**src/flashp_map.svh**
```systemverilog
/*
 * Constants of the serial flash mode and write-protect block: opcodes,
 * array geometry, field lengths and reset values.
 * Assumes: included by its bare name, before flashp_pkg and the modules.
 */
`ifndef FLASHP_MAP_SVH
`define FLASHP_MAP_SVH

// opcodes
`define FP_WRITE_ENABLE_CMD 8'h06
`define FP_WRITE_DISABLE_CMD 8'h04
`define FP_STATUS_WRITE_CMD 8'h01
`define FP_RDSR1 8'h05
`define FP_RDSR2 8'h35
`define FP_READ 8'h03
`define FP_FREAD 8'h0b
`define FP_DOR 8'h3b
`define FP_DIOR 8'hbb
`define FP_QOR 8'h6b
`define FP_QIOR 8'heb
`define FP_DTRQ 8'hed
`define FP_PP 8'h02
`define FP_SE 8'h20
`define FP_BE32 8'h52
`define FP_BE64 8'hd8
`define FP_CE1 8'h60
`define FP_CE2 8'hc7
`define FP_DP 8'hb9
`define FP_RDP 8'hab
`define FP_RSTEN 8'h66
`define FP_RST 8'h99
`define FP_QPIEN 8'h38
`define FP_QPIDIS 8'hff

// geometry, as log2 of bytes
`define FP_PAGE_LG 5'h08
`define FP_SECTOR_LG 5'h0c
`define FP_BLK32_LG 5'h0f
`define FP_BLOCK_LG 5'h10
`define FP_ARRAY_LG 5'h15
// protect granularity: fine steps from 4 KiB, coarse from 64 KiB
`define FP_PROT_FINE_LG 5'h0c
`define FP_PROT_COARSE_LG 5'h10

// field lengths in bits
`define FP_BYTE_BITS 5'h08
`define FP_ADDR_BITS 5'h18

// status fields and reset values
`define FP_BP_LSB 2
`define FP_CMP_POS 6
`define FP_BP_RST 5'h00
`define FP_CMP_RST 1'b0
`define FP_QE_VALUE 1'b1

`endif

```
**src/flashp_pkg.sv**
```systemverilog
/*
 * Types of the serial flash mode and write-protect block.
 * Assumes: compiled before every module of the block.
 */
package flashp_pkg;

	typedef enum logic [2:0] {
		ST_IDLE = 3'b000,
		ST_CMD = 3'b001,
		ST_ADDR = 3'b010,
		ST_DIN = 3'b011,
		ST_DOUT = 3'b100,
		ST_SKIP = 3'b101
	} flashp_state_t;

	// lines used per clock edge: one, two or four
	typedef enum logic [1:0] {
		W1 = 2'b00,
		W2 = 2'b01,
		W4 = 2'b10
	} flashp_width_t;

	typedef enum logic [2:0] {
		PE_PAGE = 3'b000,
		PE_SECT = 3'b001,
		PE_BLK32 = 3'b010,
		PE_BLK64 = 3'b011,
		PE_CHIP = 3'b100
	} flashp_pe_t;

endpackage

```
**src/flashp_core.sv**
```systemverilog
/*
 * Device-side command front end of a 2 MiB serial NOR flash: link
 * sampling, single/dual/quad/double-rate transfers, four-wire command
 * mode, write-enable latch, deep power-down filter, block protection.
 * Assumes: link pins are asynchronous and much slower than clk_in; the
 * array engine runs on clk_in, answers read_addr_out within one cycle
 * and reports busy_in.
 */
`timescale 1ns/1ns
`include "flashp_map.svh"

// Contract
// - 32 blocks, 16 sectors, 16 pages each
// - accept clock idling low or high
// - sample on rise, shift out on fall
// - dual reads use lines 0 and 1
// - quad reads use all four lines
// - double-rate quad read uses both edges
// - quad enable bit always reads one
// - four-wire mode switched only by its opcodes
// - four-wire mode takes opcodes four bits/clock
// - power-up and reset select normal SPI
// - write enable sets the latch
// - latch cleared by reset and modifying commands
// - deep power-down ignores all but wake/reset
// - protected range readable, not programmable
// - complement clear, coarse: blocks top or bottom
// - complement clear, fine: 4K to 32K; field values 6 and 7 protect the whole array
// - complement set inverts the protected range
// - latch clear refuses status write, program, erase
// - complement bit is status bit fourteen
module flashp_core (
	// clock, reset, enable
	input wire logic clk_in,
	input wire logic rst_n_in,
	input wire logic ce_in,
	// serial link
	input wire logic sclk_in,
	input wire logic cs_n_in,
	input wire logic data_line_0_in,
	output logic data_line_0_out,
	output logic data_line_0_oe_out,
	input wire logic data_line_1_in,
	output logic data_line_1_out,
	output logic data_line_1_oe_out,
	input wire logic data_line_2_in,
	output logic data_line_2_out,
	output logic data_line_2_oe_out,
	input wire logic data_line_3_in,
	output logic data_line_3_out,
	output logic data_line_3_oe_out,
	// array engine
	input wire logic busy_in,
	input wire logic [7:0] read_byte_in,
	output logic [20:0] read_addr_out,
	output logic read_next_out,
	output logic pe_start_out,
	output flashp_pkg::flashp_pe_t pe_kind_out,
	output logic [20:0] pe_addr_out,
	// status
	output logic write_enable_latch_out,
	output logic four_wire_command_mode_out,
	output logic power_down_out,
	output logic quad_enable_bit_out,
	output logic [4:0] protect_bits_out,
	output logic protect_complement_bit_out
);
	logic sclk_s1_q, sclk_s2_q, sclk_s3_q, cs_s1_q, cs_s2_q, cs_s3_q;
	logic [3:0] io_s1_q, io_s2_q;
	logic rise, fall, sel, fr_end, fin_ok, oev, rd_op, dp_ok, prot_hit, qpi_cmd;
	flashp_pkg::flashp_state_t st_q, st_d;
	flashp_pkg::flashp_width_t win_q, win_d, wout_q, wout_d;
	flashp_pkg::flashp_pe_t pe_kind_q, pe_kind_d, kind_c;
	logic [7:0] op_q, op_d, dout_q, dout_d, sr1_q, sr1_d, sr2_q, sr2_d;
	logic [7:0] stat1, stat2, src, cur;
	logic [23:0] sh_q, sh_d, sh_n, addr_q, addr_d;
	logic [4:0] cnt_q, cnt_d, cnt_n, nb, nbo, lg_c;
	logic [2:0] tot_q, tot_d, ocnt_q, ocnt_d;
	logic [3:0] out_q, out_d, oe_q, oe_d;
	logic [1:0] nsr_q, nsr_d;
	logic [20:0] base_c, pe_addr_q, pe_addr_d;
	logic dtr_q, dtr_d, wel_q, wel_d, qpi_q, qpi_d, dp_q, dp_d, arm_q, arm_d, cmp_q, cmp_d;
	logic pe_start_q, pe_start_d, rd_next_q, rd_next_d;
	logic [4:0] bp_q, bp_d;

	// link pins are asynchronous: two stages, third only for edge finding
	always_ff @(posedge clk_in or negedge rst_n_in) begin
		if (!rst_n_in) begin
			sclk_s1_q <= 1'b0;
			sclk_s2_q <= 1'b0;
			sclk_s3_q <= 1'b0;
			cs_s1_q <= 1'b1;
			cs_s2_q <= 1'b1;
			cs_s3_q <= 1'b1;
			io_s1_q <= 4'h0;
			io_s2_q <= 4'h0;
		end else if (ce_in) begin
			sclk_s1_q <= sclk_in;
			sclk_s2_q <= sclk_s1_q;
			sclk_s3_q <= sclk_s2_q;
			cs_s1_q <= cs_n_in;
			cs_s2_q <= cs_s1_q;
			cs_s3_q <= cs_s2_q;
			io_s1_q <= {data_line_3_in, data_line_2_in, data_line_1_in, data_line_0_in};
			io_s2_q <= io_s1_q;
		end
	end

	// edges only, so the idle level of the clock never matters
	assign rise = sclk_s2_q && !sclk_s3_q;
	assign fall = !sclk_s2_q && sclk_s3_q;
	assign sel = !cs_s2_q;
	assign fr_end = cs_s2_q && !cs_s3_q;
	assign fin_ok = fr_end && (st_q == flashp_pkg::ST_DIN) && (tot_q == 3'h0);
	assign oev = fall || (dtr_q && rise);
	assign rd_op = (op_q == `FP_READ) || (op_q == `FP_FREAD) || (op_q == `FP_DOR)
		|| (op_q == `FP_DIOR) || (op_q == `FP_QOR) || (op_q == `FP_QIOR) || (op_q == `FP_DTRQ);
	assign dp_ok = (sh_n[7:0] == `FP_RDP) || (sh_n[7:0] == `FP_RSTEN) || (sh_n[7:0] == `FP_RST);
	assign qpi_cmd = fin_ok && ((op_q == `FP_QPIEN) || (op_q == `FP_QPIDIS) || (op_q == `FP_RST));
	assign stat1 = {1'b0, bp_q, wel_q, busy_in};
	assign stat2 = {1'b0, cmp_q, 3'h0, 1'b0, `FP_QE_VALUE, 1'b0};
	assign src = (op_q == `FP_RDSR1) ? stat1 : ((op_q == `FP_RDSR2) ? stat2 : read_byte_in);
	assign nb = 5'h01 << win_q;
	assign nbo = 5'h01 << wout_q;
	assign cnt_n = cnt_q + nb;

	always_comb begin
		kind_c = flashp_pkg::PE_CHIP;
		lg_c = `FP_ARRAY_LG;
		case (op_q)
			`FP_PP: begin
				kind_c = flashp_pkg::PE_PAGE;
				lg_c = `FP_PAGE_LG;
			end
			`FP_SE: begin
				kind_c = flashp_pkg::PE_SECT;
				lg_c = `FP_SECTOR_LG;
			end
			`FP_BE32: begin
				kind_c = flashp_pkg::PE_BLK32;
				lg_c = `FP_BLK32_LG;
			end
			`FP_BE64: begin
				kind_c = flashp_pkg::PE_BLK64;
				lg_c = `FP_BLOCK_LG;
			end
			default: ;
		endcase
		// whole array shifts the mask out to zero, so chip erase starts at 0
		base_c = addr_q[20:0] & ~((21'h1 << lg_c) - 21'h1);
		unique case (win_q)
			flashp_pkg::W2: sh_n = {sh_q[21:0], io_s2_q[1:0]};
			flashp_pkg::W4: sh_n = {sh_q[19:0], io_s2_q};
			default: sh_n = {sh_q[22:0], io_s2_q[0]};
		endcase
	end

	flashp_protect u_protect (
		.bp_in(bp_q),
		.cmp_in(cmp_q),
		.base_in(base_c),
		.size_lg_in(lg_c),
		.hit_out(prot_hit)
	);

	always_comb begin
		st_d = st_q;
		op_d = op_q;
		sh_d = sh_q;
		addr_d = addr_q;
		cnt_d = cnt_q;
		tot_d = tot_q;
		win_d = win_q;
		wout_d = wout_q;
		dtr_d = dtr_q;
		dout_d = dout_q;
		ocnt_d = ocnt_q;
		out_d = out_q;
		oe_d = oe_q;
		wel_d = wel_q;
		qpi_d = qpi_q;
		dp_d = dp_q;
		arm_d = arm_q;
		bp_d = bp_q;
		cmp_d = cmp_q;
		sr1_d = sr1_q;
		sr2_d = sr2_q;
		nsr_d = nsr_q;
		pe_start_d = 1'b0;
		pe_kind_d = pe_kind_q;
		pe_addr_d = pe_addr_q;
		rd_next_d = 1'b0;
		cur = (ocnt_q == 3'h0) ? src : dout_q;
		if (!sel) begin
			st_d = flashp_pkg::ST_IDLE;
			oe_d = 4'h0;
		end else begin
			unique case (st_q)
				flashp_pkg::ST_IDLE: begin
					st_d = flashp_pkg::ST_CMD;
					cnt_d = 5'h00;
					tot_d = 3'h0;
					win_d = qpi_q ? flashp_pkg::W4 : flashp_pkg::W1;
				end
				flashp_pkg::ST_CMD, flashp_pkg::ST_ADDR, flashp_pkg::ST_DIN: if (rise) begin
					sh_d = sh_n;
					cnt_d = cnt_n;
					tot_d = tot_q + nb[2:0];
					if (st_q == flashp_pkg::ST_CMD && cnt_n == `FP_BYTE_BITS) begin
						cnt_d = 5'h00;
						op_d = sh_n[7:0];
						ocnt_d = 3'h0;
						nsr_d = 2'h0;
						dtr_d = 1'b0;
						wout_d = flashp_pkg::W1;
						win_d = flashp_pkg::W1;
						st_d = flashp_pkg::ST_DIN;
						if (dp_q && !dp_ok) begin
							st_d = flashp_pkg::ST_SKIP;
						end else begin
							case (sh_n[7:0])
								`FP_READ, `FP_FREAD, `FP_PP, `FP_SE, `FP_BE32, `FP_BE64: begin
									st_d = flashp_pkg::ST_ADDR;
								end
								`FP_DOR: begin
									st_d = flashp_pkg::ST_ADDR;
									wout_d = flashp_pkg::W2;
								end
								`FP_DIOR: begin
									st_d = flashp_pkg::ST_ADDR;
									win_d = flashp_pkg::W2;
									wout_d = flashp_pkg::W2;
								end
								`FP_QOR: begin
									st_d = flashp_pkg::ST_ADDR;
									wout_d = flashp_pkg::W4;
								end
								`FP_QIOR, `FP_DTRQ: begin
									st_d = flashp_pkg::ST_ADDR;
									win_d = flashp_pkg::W4;
									wout_d = flashp_pkg::W4;
									dtr_d = (sh_n[7:0] == `FP_DTRQ);
								end
								`FP_RDSR1, `FP_RDSR2: st_d = flashp_pkg::ST_DOUT;
								default: ;
							endcase
							if (qpi_q) begin
								win_d = flashp_pkg::W4;
								wout_d = flashp_pkg::W4;
							end
						end
					end else if (st_q == flashp_pkg::ST_ADDR && cnt_n == `FP_ADDR_BITS) begin
						cnt_d = 5'h00;
						addr_d = sh_n;
						st_d = rd_op ? flashp_pkg::ST_DOUT : flashp_pkg::ST_DIN;
					end else if (st_q == flashp_pkg::ST_DIN && cnt_n == `FP_BYTE_BITS) begin
						cnt_d = 5'h00;
						if (op_q == `FP_STATUS_WRITE_CMD && nsr_q == 2'h0) begin
							sr1_d = sh_n[7:0];
							nsr_d = 2'h1;
						end else if (op_q == `FP_STATUS_WRITE_CMD && nsr_q == 2'h1) begin
							sr2_d = sh_n[7:0];
							nsr_d = 2'h2;
						end
					end
				end
				flashp_pkg::ST_DOUT: if (oev) begin
					unique case (wout_q)
						flashp_pkg::W2: begin
							out_d = {2'h0, cur[7:6]};
							oe_d = 4'h3;
						end
						flashp_pkg::W4: begin
							out_d = cur[7:4];
							oe_d = 4'hf;
						end
						default: begin
							out_d = {2'h0, cur[7], 1'b0};
							oe_d = 4'h2;
						end
					endcase
					dout_d = cur << nbo;
					ocnt_d = ocnt_q + nbo[2:0];
					if (ocnt_q == 3'h0 && rd_op) begin
						rd_next_d = 1'b1;
						addr_d = addr_q + 24'h1;
					end
				end
				flashp_pkg::ST_SKIP: ;
			endcase
		end
		if (fin_ok) begin
			arm_d = (op_q == `FP_RSTEN);
			case (op_q)
				`FP_WRITE_ENABLE_CMD: wel_d = 1'b1;
				`FP_WRITE_DISABLE_CMD: wel_d = 1'b0;
				`FP_STATUS_WRITE_CMD: if (wel_q && !busy_in && nsr_q != 2'h0) begin
					bp_d = sr1_q[`FP_BP_LSB +: 5];
					if (nsr_q[1]) begin
						cmp_d = sr2_q[`FP_CMP_POS];
					end
					wel_d = 1'b0;
				end
				`FP_PP, `FP_SE, `FP_BE32, `FP_BE64, `FP_CE1, `FP_CE2: begin
					if (wel_q && !busy_in && !prot_hit) begin
						pe_start_d = 1'b1;
						pe_kind_d = kind_c;
						pe_addr_d = (op_q == `FP_PP) ? addr_q[20:0] : base_c;
						wel_d = 1'b0;
					end
				end
				`FP_DP: dp_d = 1'b1;
				`FP_RDP: dp_d = 1'b0;
				`FP_RST: if (arm_q) begin
					wel_d = 1'b0;
					qpi_d = 1'b0;
					dp_d = 1'b0;
				end
				`FP_QPIEN: qpi_d = 1'b1;
				`FP_QPIDIS: qpi_d = 1'b0;
				default: ;
			endcase
		end
	end

	always_ff @(posedge clk_in or negedge rst_n_in) begin
		if (!rst_n_in) begin
			st_q <= flashp_pkg::ST_IDLE;
			op_q <= 8'h00;
			sh_q <= 24'h0;
			addr_q <= 24'h0;
			cnt_q <= 5'h00;
			tot_q <= 3'h0;
			win_q <= flashp_pkg::W1;
			wout_q <= flashp_pkg::W1;
			dtr_q <= 1'b0;
			dout_q <= 8'h00;
			ocnt_q <= 3'h0;
			out_q <= 4'h0;
			oe_q <= 4'h0;
			wel_q <= 1'b0;
			qpi_q <= 1'b0;
			dp_q <= 1'b0;
			arm_q <= 1'b0;
			bp_q <= `FP_BP_RST;
			cmp_q <= `FP_CMP_RST;
			sr1_q <= 8'h00;
			sr2_q <= 8'h00;
			nsr_q <= 2'h0;
			pe_start_q <= 1'b0;
			pe_kind_q <= flashp_pkg::PE_PAGE;
			pe_addr_q <= 21'h0;
			rd_next_q <= 1'b0;
		end else if (ce_in) begin
			st_q <= st_d;
			op_q <= op_d;
			sh_q <= sh_d;
			addr_q <= addr_d;
			cnt_q <= cnt_d;
			tot_q <= tot_d;
			win_q <= win_d;
			wout_q <= wout_d;
			dtr_q <= dtr_d;
			dout_q <= dout_d;
			ocnt_q <= ocnt_d;
			out_q <= out_d;
			oe_q <= oe_d;
			wel_q <= wel_d;
			qpi_q <= qpi_d;
			dp_q <= dp_d;
			arm_q <= arm_d;
			bp_q <= bp_d;
			cmp_q <= cmp_d;
			sr1_q <= sr1_d;
			sr2_q <= sr2_d;
			nsr_q <= nsr_d;
			pe_start_q <= pe_start_d;
			pe_kind_q <= pe_kind_d;
			pe_addr_q <= pe_addr_d;
			rd_next_q <= rd_next_d;
		end
	end

	assign {data_line_3_out, data_line_2_out, data_line_1_out, data_line_0_out} = out_q;
	assign {data_line_3_oe_out, data_line_2_oe_out, data_line_1_oe_out, data_line_0_oe_out} = oe_q;
	assign read_addr_out = addr_q[20:0];
	assign read_next_out = rd_next_q;
	assign pe_start_out = pe_start_q;
	assign pe_kind_out = pe_kind_q;
	assign pe_addr_out = pe_addr_q;
	assign write_enable_latch_out = wel_q;
	assign four_wire_command_mode_out = qpi_q;
	assign power_down_out = dp_q;
	assign quad_enable_bit_out = `FP_QE_VALUE;
	assign protect_bits_out = bp_q;
	assign protect_complement_bit_out = cmp_q;
endmodule

```
**src/flashp_protect.sv**
```systemverilog
/*
 * Protected-range decoder: tells whether an aligned region touches the
 * area guarded by the block-protect and complement bits.
 * Assumes: base_in is aligned to the region size; purely combinational.
 */
`timescale 1ns/1ns
`include "flashp_map.svh"

module flashp_protect (
	// protection setting
	input wire logic [4:0] bp_in,
	input wire logic cmp_in,
	// target region
	input wire logic [20:0] base_in,
	input wire logic [4:0] size_lg_in,
	// verdict
	output logic hit_out
);
	logic [2:0] sz;
	logic [2:0] step;
	logic [4:0] lg;
	logic none;
	logic all;
	logic [21:0] full;
	logic [21:0] len;
	logic [21:0] lo;
	logic [21:0] hi;
	logic [21:0] rlo;
	logic [21:0] rhi;

	always_comb begin
		sz = bp_in[2:0];
		none = (sz == 3'h0);
		all = (sz[2:1] == 2'h3);
		full = 22'h1 << `FP_ARRAY_LG;
		// fine steps stop at 32 KiB, coarse ones at half the array
		step = (bp_in[4] && sz[2]) ? 3'h3 : (sz - 3'h1);
		lg = (bp_in[4] ? `FP_PROT_FINE_LG : `FP_PROT_COARSE_LG) + {2'h0, step};
		len = all ? full : (22'h1 << lg);
		if (bp_in[3]) begin
			lo = 22'h0;
			hi = len - 22'h1;
		end else begin
			lo = full - len;
			hi = full - 22'h1;
		end
		rlo = {1'b0, base_in};
		rhi = rlo + (22'h1 << size_lg_in) - 22'h1;
		if (cmp_in) begin
			hit_out = none || (rlo < lo) || (rhi > hi);
		end else begin
			hit_out = !none && (rlo <= hi) && (rhi >= lo);
		end
	end
endmodule

```
**config.mk**
```make
export PLATFORM = sky130hd
export DESIGN_NAME = flashp_core
export DESIGN_NICKNAME = d
export VERILOG_FILES = /design/src/flashp_pkg.sv /design/src/flashp_core.sv /design/src/flashp_protect.sv
export VERILOG_INCLUDE_DIRS = /design/src
export SDC_FILE = /design/constraint.sdc
export NUM_CORES = 1
export LEC_CHECK = 0
export ABC_AREA = 0
export BUFFER_PORTS_ARGS = -buffer_cell sky130_fd_sc_hd__buf_2
export CAP_MARGIN = 20
export CORE_UTILIZATION = 29
export DETAILED_ROUTE_END_ITERATION = 8
export SYNTH_ARGS = -nofsm -noshare
export SYNTH_HDL_FRONTEND = slang
export SYNTH_SLANG_ARGS = --single-unit
```
**constraint.sdc**
```tcl
create_clock -name clk_in -period 7.77 [get_ports clk_in]
set_input_delay 1.554 -clock clk_in [delete_from_list [all_inputs] [get_ports clk_in]]
set_output_delay 1.554 -clock clk_in [all_outputs]
set_load 0.05 [all_outputs]
```
==> results of run 1 <==
-- report_power, final --
group	total, mW	internal [mW]	switching (mW)	leakage, nW
combinational	1.33	0.482	0.844	4.16
clock	0.760	0.413	0.347	0.257
sequential	0.917	0.807	0.110	1.82
-- critical path: cells and delay by family (launching register included) --
kind | cells | cell delay (ns)
xor gates and xnor gates | 1 | 0.19
muxes | 1 | 0.39
AOI/OAI and AO/OA | 8 | 2.21
and+or+nand+nor | 8 | 1.85
buffers and inverters | 3 | 0.63
DFF | 1 | 0.49
adders and majority gates | 3 | 0.98
-- routing by layer --
layer	track usage, %	up-vias	part of all wire, %
li1	-	5346	-
met1	22.5	5301	45
met2	29.9	288	48
met3	2.45	67	3.8
met4	6.58	0	3.2
met5	0	-	0
-- cell families (layout without fill, tap and decap cells) --
logic type	count (synthesis)	count (layout)	share of synthesized area, %
compound gates	396	396	22.2
flops	141	141	29.6
xor+xnor	30	30	2.20
mux	56	56	5.11
simple gates	492	492	20.4
buf+inv	172	230	5.67
fa+ha+maj	138	138	14.7
other cells	2	43	0.0630
-- final cells by class --
cell class | instances | area share [%]
multi-input combinational | 1155 | 58.3
tap | 525 | 4.87
inverter | 103 | 2.86
clock buffer | 18 | 3.18
clock inverter | 14 | 0.825
timing repair buffer | 95 | 3.84
sequential | 141 | 26.2
-- synth_stat cells (13+ instances only) --
| cell | instances | area [µm²] |
|---|---|---|
| xnor2_1 | 22 | 193 |
| mux2_2 | 27 | 304 |
| nor2b_1 | 16 | 100 |
| nand2b_1 | 18 | 113 |
| a22oi_1 | 27 | 203 |
| clkbuf_1 | 60 | 225 |
| o21ai_0 | 97 | 485 |
| and2_1 | 13 | 81.3 |
| inv_1 | 99 | 372 |
| ha_1 | 133 | 1660 |
| nand2_1 | 157 | 589 |
| nor2_1 | 106 | 398 |
| dfrtp_1 | 138 | 3450 |
| a21oi_1 | 91 | 455 |
| a21o_1 | 24 | 180 |
| mux2i_1 | 17 | 170 |
| nand4_1 | 26 | 163 |
| o211ai_1 | 14 | 105 |
| nor3_1 | 31 | 155 |
| nand3_1 | 47 | 235 |
-- how the worst max path moves through the flow --
stage,end,slack (ns),depth (start not counted)
final,pe_addr_out[7],0.90,24
after global routing,pe_addr_out[7],0.41,24
after CTS,pe_addr_out[7],0.96,23
after detailed placement,pe_addr_out[10],1.03,23
after global placement,pe_addr_out[5],1.23,23
after floorplan,pe_kind_out[0],1.70,22
-- state kept, by name, summed over array words and instances, names as in the netlist, 2 cells and up --
register,count
addr_q,21
cnt_q,5
dout_q,8
io_s1_q,4
io_s2_q,4
nsr_q,2
ocnt_q,3
oe_q,3
op_q,8
out_q,4
pe_addr_out,21
pe_kind_out,3
protect_bits_out,5
sh_q,20
sr1_q,5
st_q,3
tot_q,3
win_q,2
wout_q,2
-- cells in the final DEF, fill, tap and decap left out, types with 16 or more instances in the layout --
master	n
dfrtp_1	138
nand3_1	47
mux2i_1	17
a22oi_1	27
a21oi_1	91
xnor2_1	22
clkbuf_16	17
a21o_1	24
inv_1	99
buf_2	80
nor2b_1	16
mux2_2	27
conb_1	43
ha_1	133
nor2_1	106
nand2_1	157
nor3_1	31
nand4_1	26
o21ai_0	97
nand2b_1	18
==> metrics.cfg, run 1 <==
[setup_path]
ff2ff_setup_slack_ns = 0.90
crit_type = flip-flop to flip-flop
start_kind = flip-flop
worst_path_largest_cell_delay_ns = 0.61
crit_fanout = 22
slowest_stage = or4_4
endpoint_kind = flip-flop
crit_chain = or4_4 -> nor4_4 -> inv_2 -> nand3_1 -> o211ai_1 -> ha_1 -> inv_1 -> ha_1 -> nand2_1 -> o21ai_0 -> o31ai_1 -> o21ai_0 -> o41ai_1 -> xnor2_1 -> ha_1 -> nand4_1 -> nor4_1 -> nand3_1 -> nand3_1 -> o32ai_1 -> a2111o_1 -> a2111oi_4 -> buf_4 -> mux2_2
r2r_start = op_q[4]
worst-endpoint-required_ns = 8.08
reg2reg_to = pe_addr_out[7]
cp.arrival_ns = 7.19
reg2reg_depth = 24
startpoint = op_q[4]

[finish]
seq_area_um2 = 3530
multi_input_area_um2 = 7860
antenna_cells = 0
nFillCells = 4167
final_util_pct = 33.7
fin_nets = 1668
instances_no_fill = 2051
drive_gt1_share_pct = 12.1
stdcell_area_um2 = 13500
synthToLayoutAreaGrowth_pct = 13.3

[route]
wirelength_um = 36400
vias_per_cell = 5.36
drt_iter0_drc = 852
drc = 0
dr.pass1.iters = 5
vias = 11000
wl_per_cell_um = 17.8
detail-route-antenna-nets = 0

[hold_path]
min_from = out_q[0]
worstHoldEndpoint = out_q[0]
hold_path_class = flip-flop to flip-flop
holdPathStages = 2

[die]
core_um2 = 40100
row_count = 73
die_y_um = 205
initial_core_util_pct = 29.7
die_area_um2 = 41900
die_w_um = 205
ios = 83

[clocking]
cts.sinks = 141
cts_resized = 0
root_buffer = clkbuf_16
clock_latency_ns = 0.44
ctsHoldBuffers = 0
cts_tree = built
postCtsSetupBuffers = 0
clk_pin_slew_ns = 0.07
numCtsBuffers = 17
clock_path_buffers = 2
htree_levels = 4

[synth]
syn-cell-area_um2 = 11900
syn-instance-count = 1427
avgSynthCellArea_um2 = 8.35
async_reset_ff_share_pct = 100
synth_edf_count = 0
ys_ff_latch = 141
ys_seq_area_share_pct = 29.6
yosysWarnings = 0
synth_top_flop_cell = dfrtp_1
synth.distinct_cells = 87

[grt]
grt_start_max_net_pins = 78
track_usage_pct = 17.6
grt_pass1_wl_um = 58200
grt_overflow_total = 0
antenna_found_initial = 0
grt_pass1_vias = 10700

[power_and_ir_drop]
total_leakage_power_nw = 6.24
ir_drop_uv = 141
report.power.total_mw = 3.00
p_per_area_nw_per_um2 = 223

[timing]
drv_slew = 0
worst_slack_ns = 0.895
min_period_ns = 6.87
rsz0062_at_grt = false
fin_skew_ns = 0.0169
fmax_ghz = 0.145
timing.hold.ws_ns = 0.474
worstMarginPinSlew_ns = 1.08
setup_viol = 0
max_slew_margin_pct = 27.1
finalSetupTns_ns = 0
hold_viol = 0
post-route-period-util_pct = 88.5

[placement]
dpl_cell_area_um2 = 12900
numPlacedInstances = 2017
placement.io_buffers = 81
dp_hpwl_um = 28300
place.gp.congestion = 0.936
preCtsSetupSlack_ns = 1.03

[run_status]
status = finished clean

[flow_run]
cap_violations = 0

(Power assumes the default switching activity.)
==> inputs of run 2 (changes only) <==
--- a/config.mk
+++ b/config.mk
@@ -6,7 +6,7 @@
 export SDC_FILE = /design/constraint.sdc
 export NUM_CORES = 1
 export LEC_CHECK = 0
-export ABC_AREA = 0
+export ABC_AREA = 1
 export BUFFER_PORTS_ARGS = -buffer_cell sky130_fd_sc_hd__buf_2
 export CAP_MARGIN = 20
 export CORE_UTILIZATION = 29
==> constraint.sdc (replaced) <==
create_clock -name clk_in -period 8.2 [get_ports clk_in]
set_input_delay 1.64 -clock clk_in [delete_from_list [all_inputs] [get_ports clk_in]]
set_output_delay 1.64 -clock clk_in [all_outputs]
set_load 0.05 [all_outputs]
==> run 2 against run 1 <==
  * Clock skew down 0.0087 ns
  * Area after synthesis about the same
  * Maximum frequency up 10%
  * Largest power group unchanged
==> metrics.cfg, run 2 <==
[run_status]
status = finished clean  ; unchanged

[synth]
synth_top_flop_cell = dfrtp_1  ; unchanged
synthTopCellsByCount = nand2_1, inv_1, o21ai_0  ; was nand2_1, dfrtp_1, ha_1
avgSynthCellArea_um2 = 7.18  ; was 8.35 µm²
synth.distinct_cells = 60  ; was 87
yosys-top-cells-area = dfrtp_1, ha_1, nand2_1, inv_1, o21ai_0  ; was dfrtp_1, ha_1, nand2_1, o21ai_0, a21oi_1
synth_top_area_cell = dfrtp_1  ; unchanged
ys_seq_area_share_pct = 29.6  ; about the same
syn-instance-count = 1660  ; was 1427
ys_ff_latch = 141  ; unchanged
yosysWarnings = 0  ; unchanged
syn-cell-area_um2 = 11900  ; about the same
synth_edf_count = 0  ; unchanged
synth_top_area_share_pct = 29.0  ; about the same
async_reset_ff_share_pct = 100  ; unchanged
synth.most_common_cell = nand2_1  ; unchanged

[timing]
rsz0062_at_grt = false  ; unchanged
timing.hold.ws_ns = 0.465  ; was 0.474 ns
finalSetupTns_ns = 0  ; unchanged
fin_skew_ns = 0.00821  ; was 0.0169 ns
hold_viol = 0  ; unchanged
worst_slack_ns = 1.95  ; was 0.895 ns
worstMarginPinSlew_ns = 1.07  ; was 1.08 ns
max_slew_margin_pct = 28.6  ; was 27.1%
fmax_ghz = 0.160  ; was 0.145 GHz
drv_slew = 0  ; unchanged
min_period_ns = 6.25  ; was 6.87 ns
post-route-period-util_pct = 76.2  ; was 88.5%
setup_viol = 0  ; unchanged

[die]
core_um2 = 40100  ; unchanged
die_area_um2 = 41900  ; about the same
row_count = 73  ; unchanged
die_y_um = 205  ; about the same
initial_core_util_pct = 29.7  ; about the same
die_w_um = 205  ; about the same
ios = 83  ; unchanged

[grt]
grt_overflow_total = 0  ; unchanged
track_usage_pct = 17.1  ; was 17.6%
grt_pass1_wl_um = 57300  ; was 58200 µm
grt_start_max_net_pins = 82  ; was 78
grt_pass1_vias = 11100  ; was 10700
antenna_found_initial = 0  ; unchanged

[power_and_ir_drop]
p_per_area_nw_per_um2 = 199  ; was 223 nW/µm²
total_leakage_power_nw = 7.12  ; was 6.24 nW
ir_drop_uv = 161  ; was 141 µV
report.power.total_mw = 2.70  ; was 3.00 mW

[setup_path]
crit_type = flip-flop to flip-flop  ; unchanged
slowest_stage = a21oi_4  ; was or4_4
worst_path_largest_cell_delay_ns = 0.54  ; was 0.61 ns
cp.arrival_ns = 6.62  ; was 7.19 ns
endpoint_kind = flip-flop  ; unchanged
worst-endpoint-required_ns = 8.57  ; was 8.08 ns
start_kind = flip-flop  ; unchanged
crit_fanout = 25  ; was 22

[route]
drt_iter0_drc = 703  ; was 852
vias_per_cell = 4.92  ; was 5.36
detail-route-antenna-nets = 0  ; unchanged
dr.pass1.iters = 5  ; unchanged
vias = 11300  ; was 11000
drc = 0  ; unchanged
wirelength_um = 34800  ; was 36400 µm
wl_per_cell_um = 15.1  ; was 17.8 µm

[clocking]
postCtsSetupBuffers = 0  ; unchanged
numCtsBuffers = 17  ; unchanged
clk_pin_slew_ns = 0.06  ; was 0.07 ns
cts_resized = 0  ; unchanged
cts.sinks = 141  ; unchanged
htree_levels = 4  ; unchanged
cts_tree = built  ; unchanged
root_buffer = clkbuf_16  ; unchanged
clock_path_buffers = 2  ; unchanged
ctsHoldBuffers = 0  ; unchanged
clock_latency_ns = 0.43  ; was 0.44 ns

[hold_path]
hold_path_class = flip-flop to flip-flop  ; unchanged

[placement]
place.gp.congestion = 0.875  ; was 0.936
placement.io_buffers = 81  ; unchanged
preCtsSetupSlack_ns = 2.07  ; was 1.03 ns
dp_hpwl_um = 27700  ; was 28300 µm

[finish]
multi_input_area_um2 = 7330  ; was 7860 µm²
nFillCells = 4257  ; was 4167
synthToLayoutAreaGrowth_pct = 14.1  ; was 13.3%
drive_gt1_share_pct = 10.8  ; was 12.1%
fin_nets = 1917  ; was 1668
seq_area_um2 = 3530  ; unchanged
mostFrequentLayoutCell = nand2_1  ; unchanged
final_cell_mix = nand2_1, inv_1, o21ai_0  ; was nand2_1, dfrtp_1, ha_1
antenna_cells = 0  ; unchanged

[flow_run]
cap_violations = 0  ; unchanged

==> run 2: final timing paths <==
kind                               start             end  slack, ns  depth (start not counted)
worst min-delay path             cs_s1_q         cs_s1_q       0.46                          2
max in group asynchronous       rst_n_in       dout_q[1]       5.62                          2
worst max-delay path             op_q[7]  pe_addr_out[2]       1.95                         31
min in group asynchronous       rst_n_in      addr_q[19]       1.25                          1
worst min register to register   cs_s1_q         cs_s1_q       0.46                          2
worst max register to register   op_q[7]  pe_addr_out[2]       1.95                         31
==> run 2: cell families (layout without fill, tap and decap cells) <==
kind of cell	Yosys count	after routing	share of synthesized area, %
DFF	141	141	29.6
xor gates and xnor gates	48	48	3.53
other	2	43	0.0630
and+or+nand+nor	690	690	25.8
AOI/OAI and AO/OA	329	329	16.0
adders and majority gates	137	137	14.6
buffers and inverters	311	385	10.1
muxes	2	2	0.168
==> run 2: stage by stage <==
stage                     util, %  std cells  instance area, µm²
after floorplan                 -       1701               12100
after global placement       32.4       2268               13000
after detailed placement     32.4       2268               13000
after CTS                    33.9       2300               13600
after global routing         33.9       2300               13600
final                        33.9       2300               13600
==> run 2: cell type report <==
cell class | instances | share of cell area [%]
timing repair buffer | 86 | 3.30
sequential | 141 | 26.0
tap | 525 | 4.83
multi-input combinational | 1249 | 53.9
inverter | 267 | 7.37
clock buffer | 20 | 3.43
clock inverter | 12 | 1.18
==> run 2: worst max-delay path: cells and delay by family (launching register included) <==
family	cells	cell delay [ns]
adder cells (fa/ha/maj)	3	0.96
XOR/XNOR	1	0.18
AND/OR/NAND/NOR	12	1.91
buffers and inverters	5	0.44
flip-flops	1	0.41
AO/OA/AOI/OAI	10	2.26
==> run 2: per-layer routing <==
metal  track usage [%]  vias up  share of wire (%)
met2              29.5      218                 48
met1              22.2     5386                 47
met5                 0        -                  0
li1                  -     5668                  -
met4              4.93        0                1.8
met3              2.24       37                3.5
==> run 2: power by group <==
part           total (mW)  switching [mW]  internal [mW]
Combinational        1.02           0.704          0.313
Sequential          0.861          0.0678          0.793
Clock               0.821           0.317          0.505
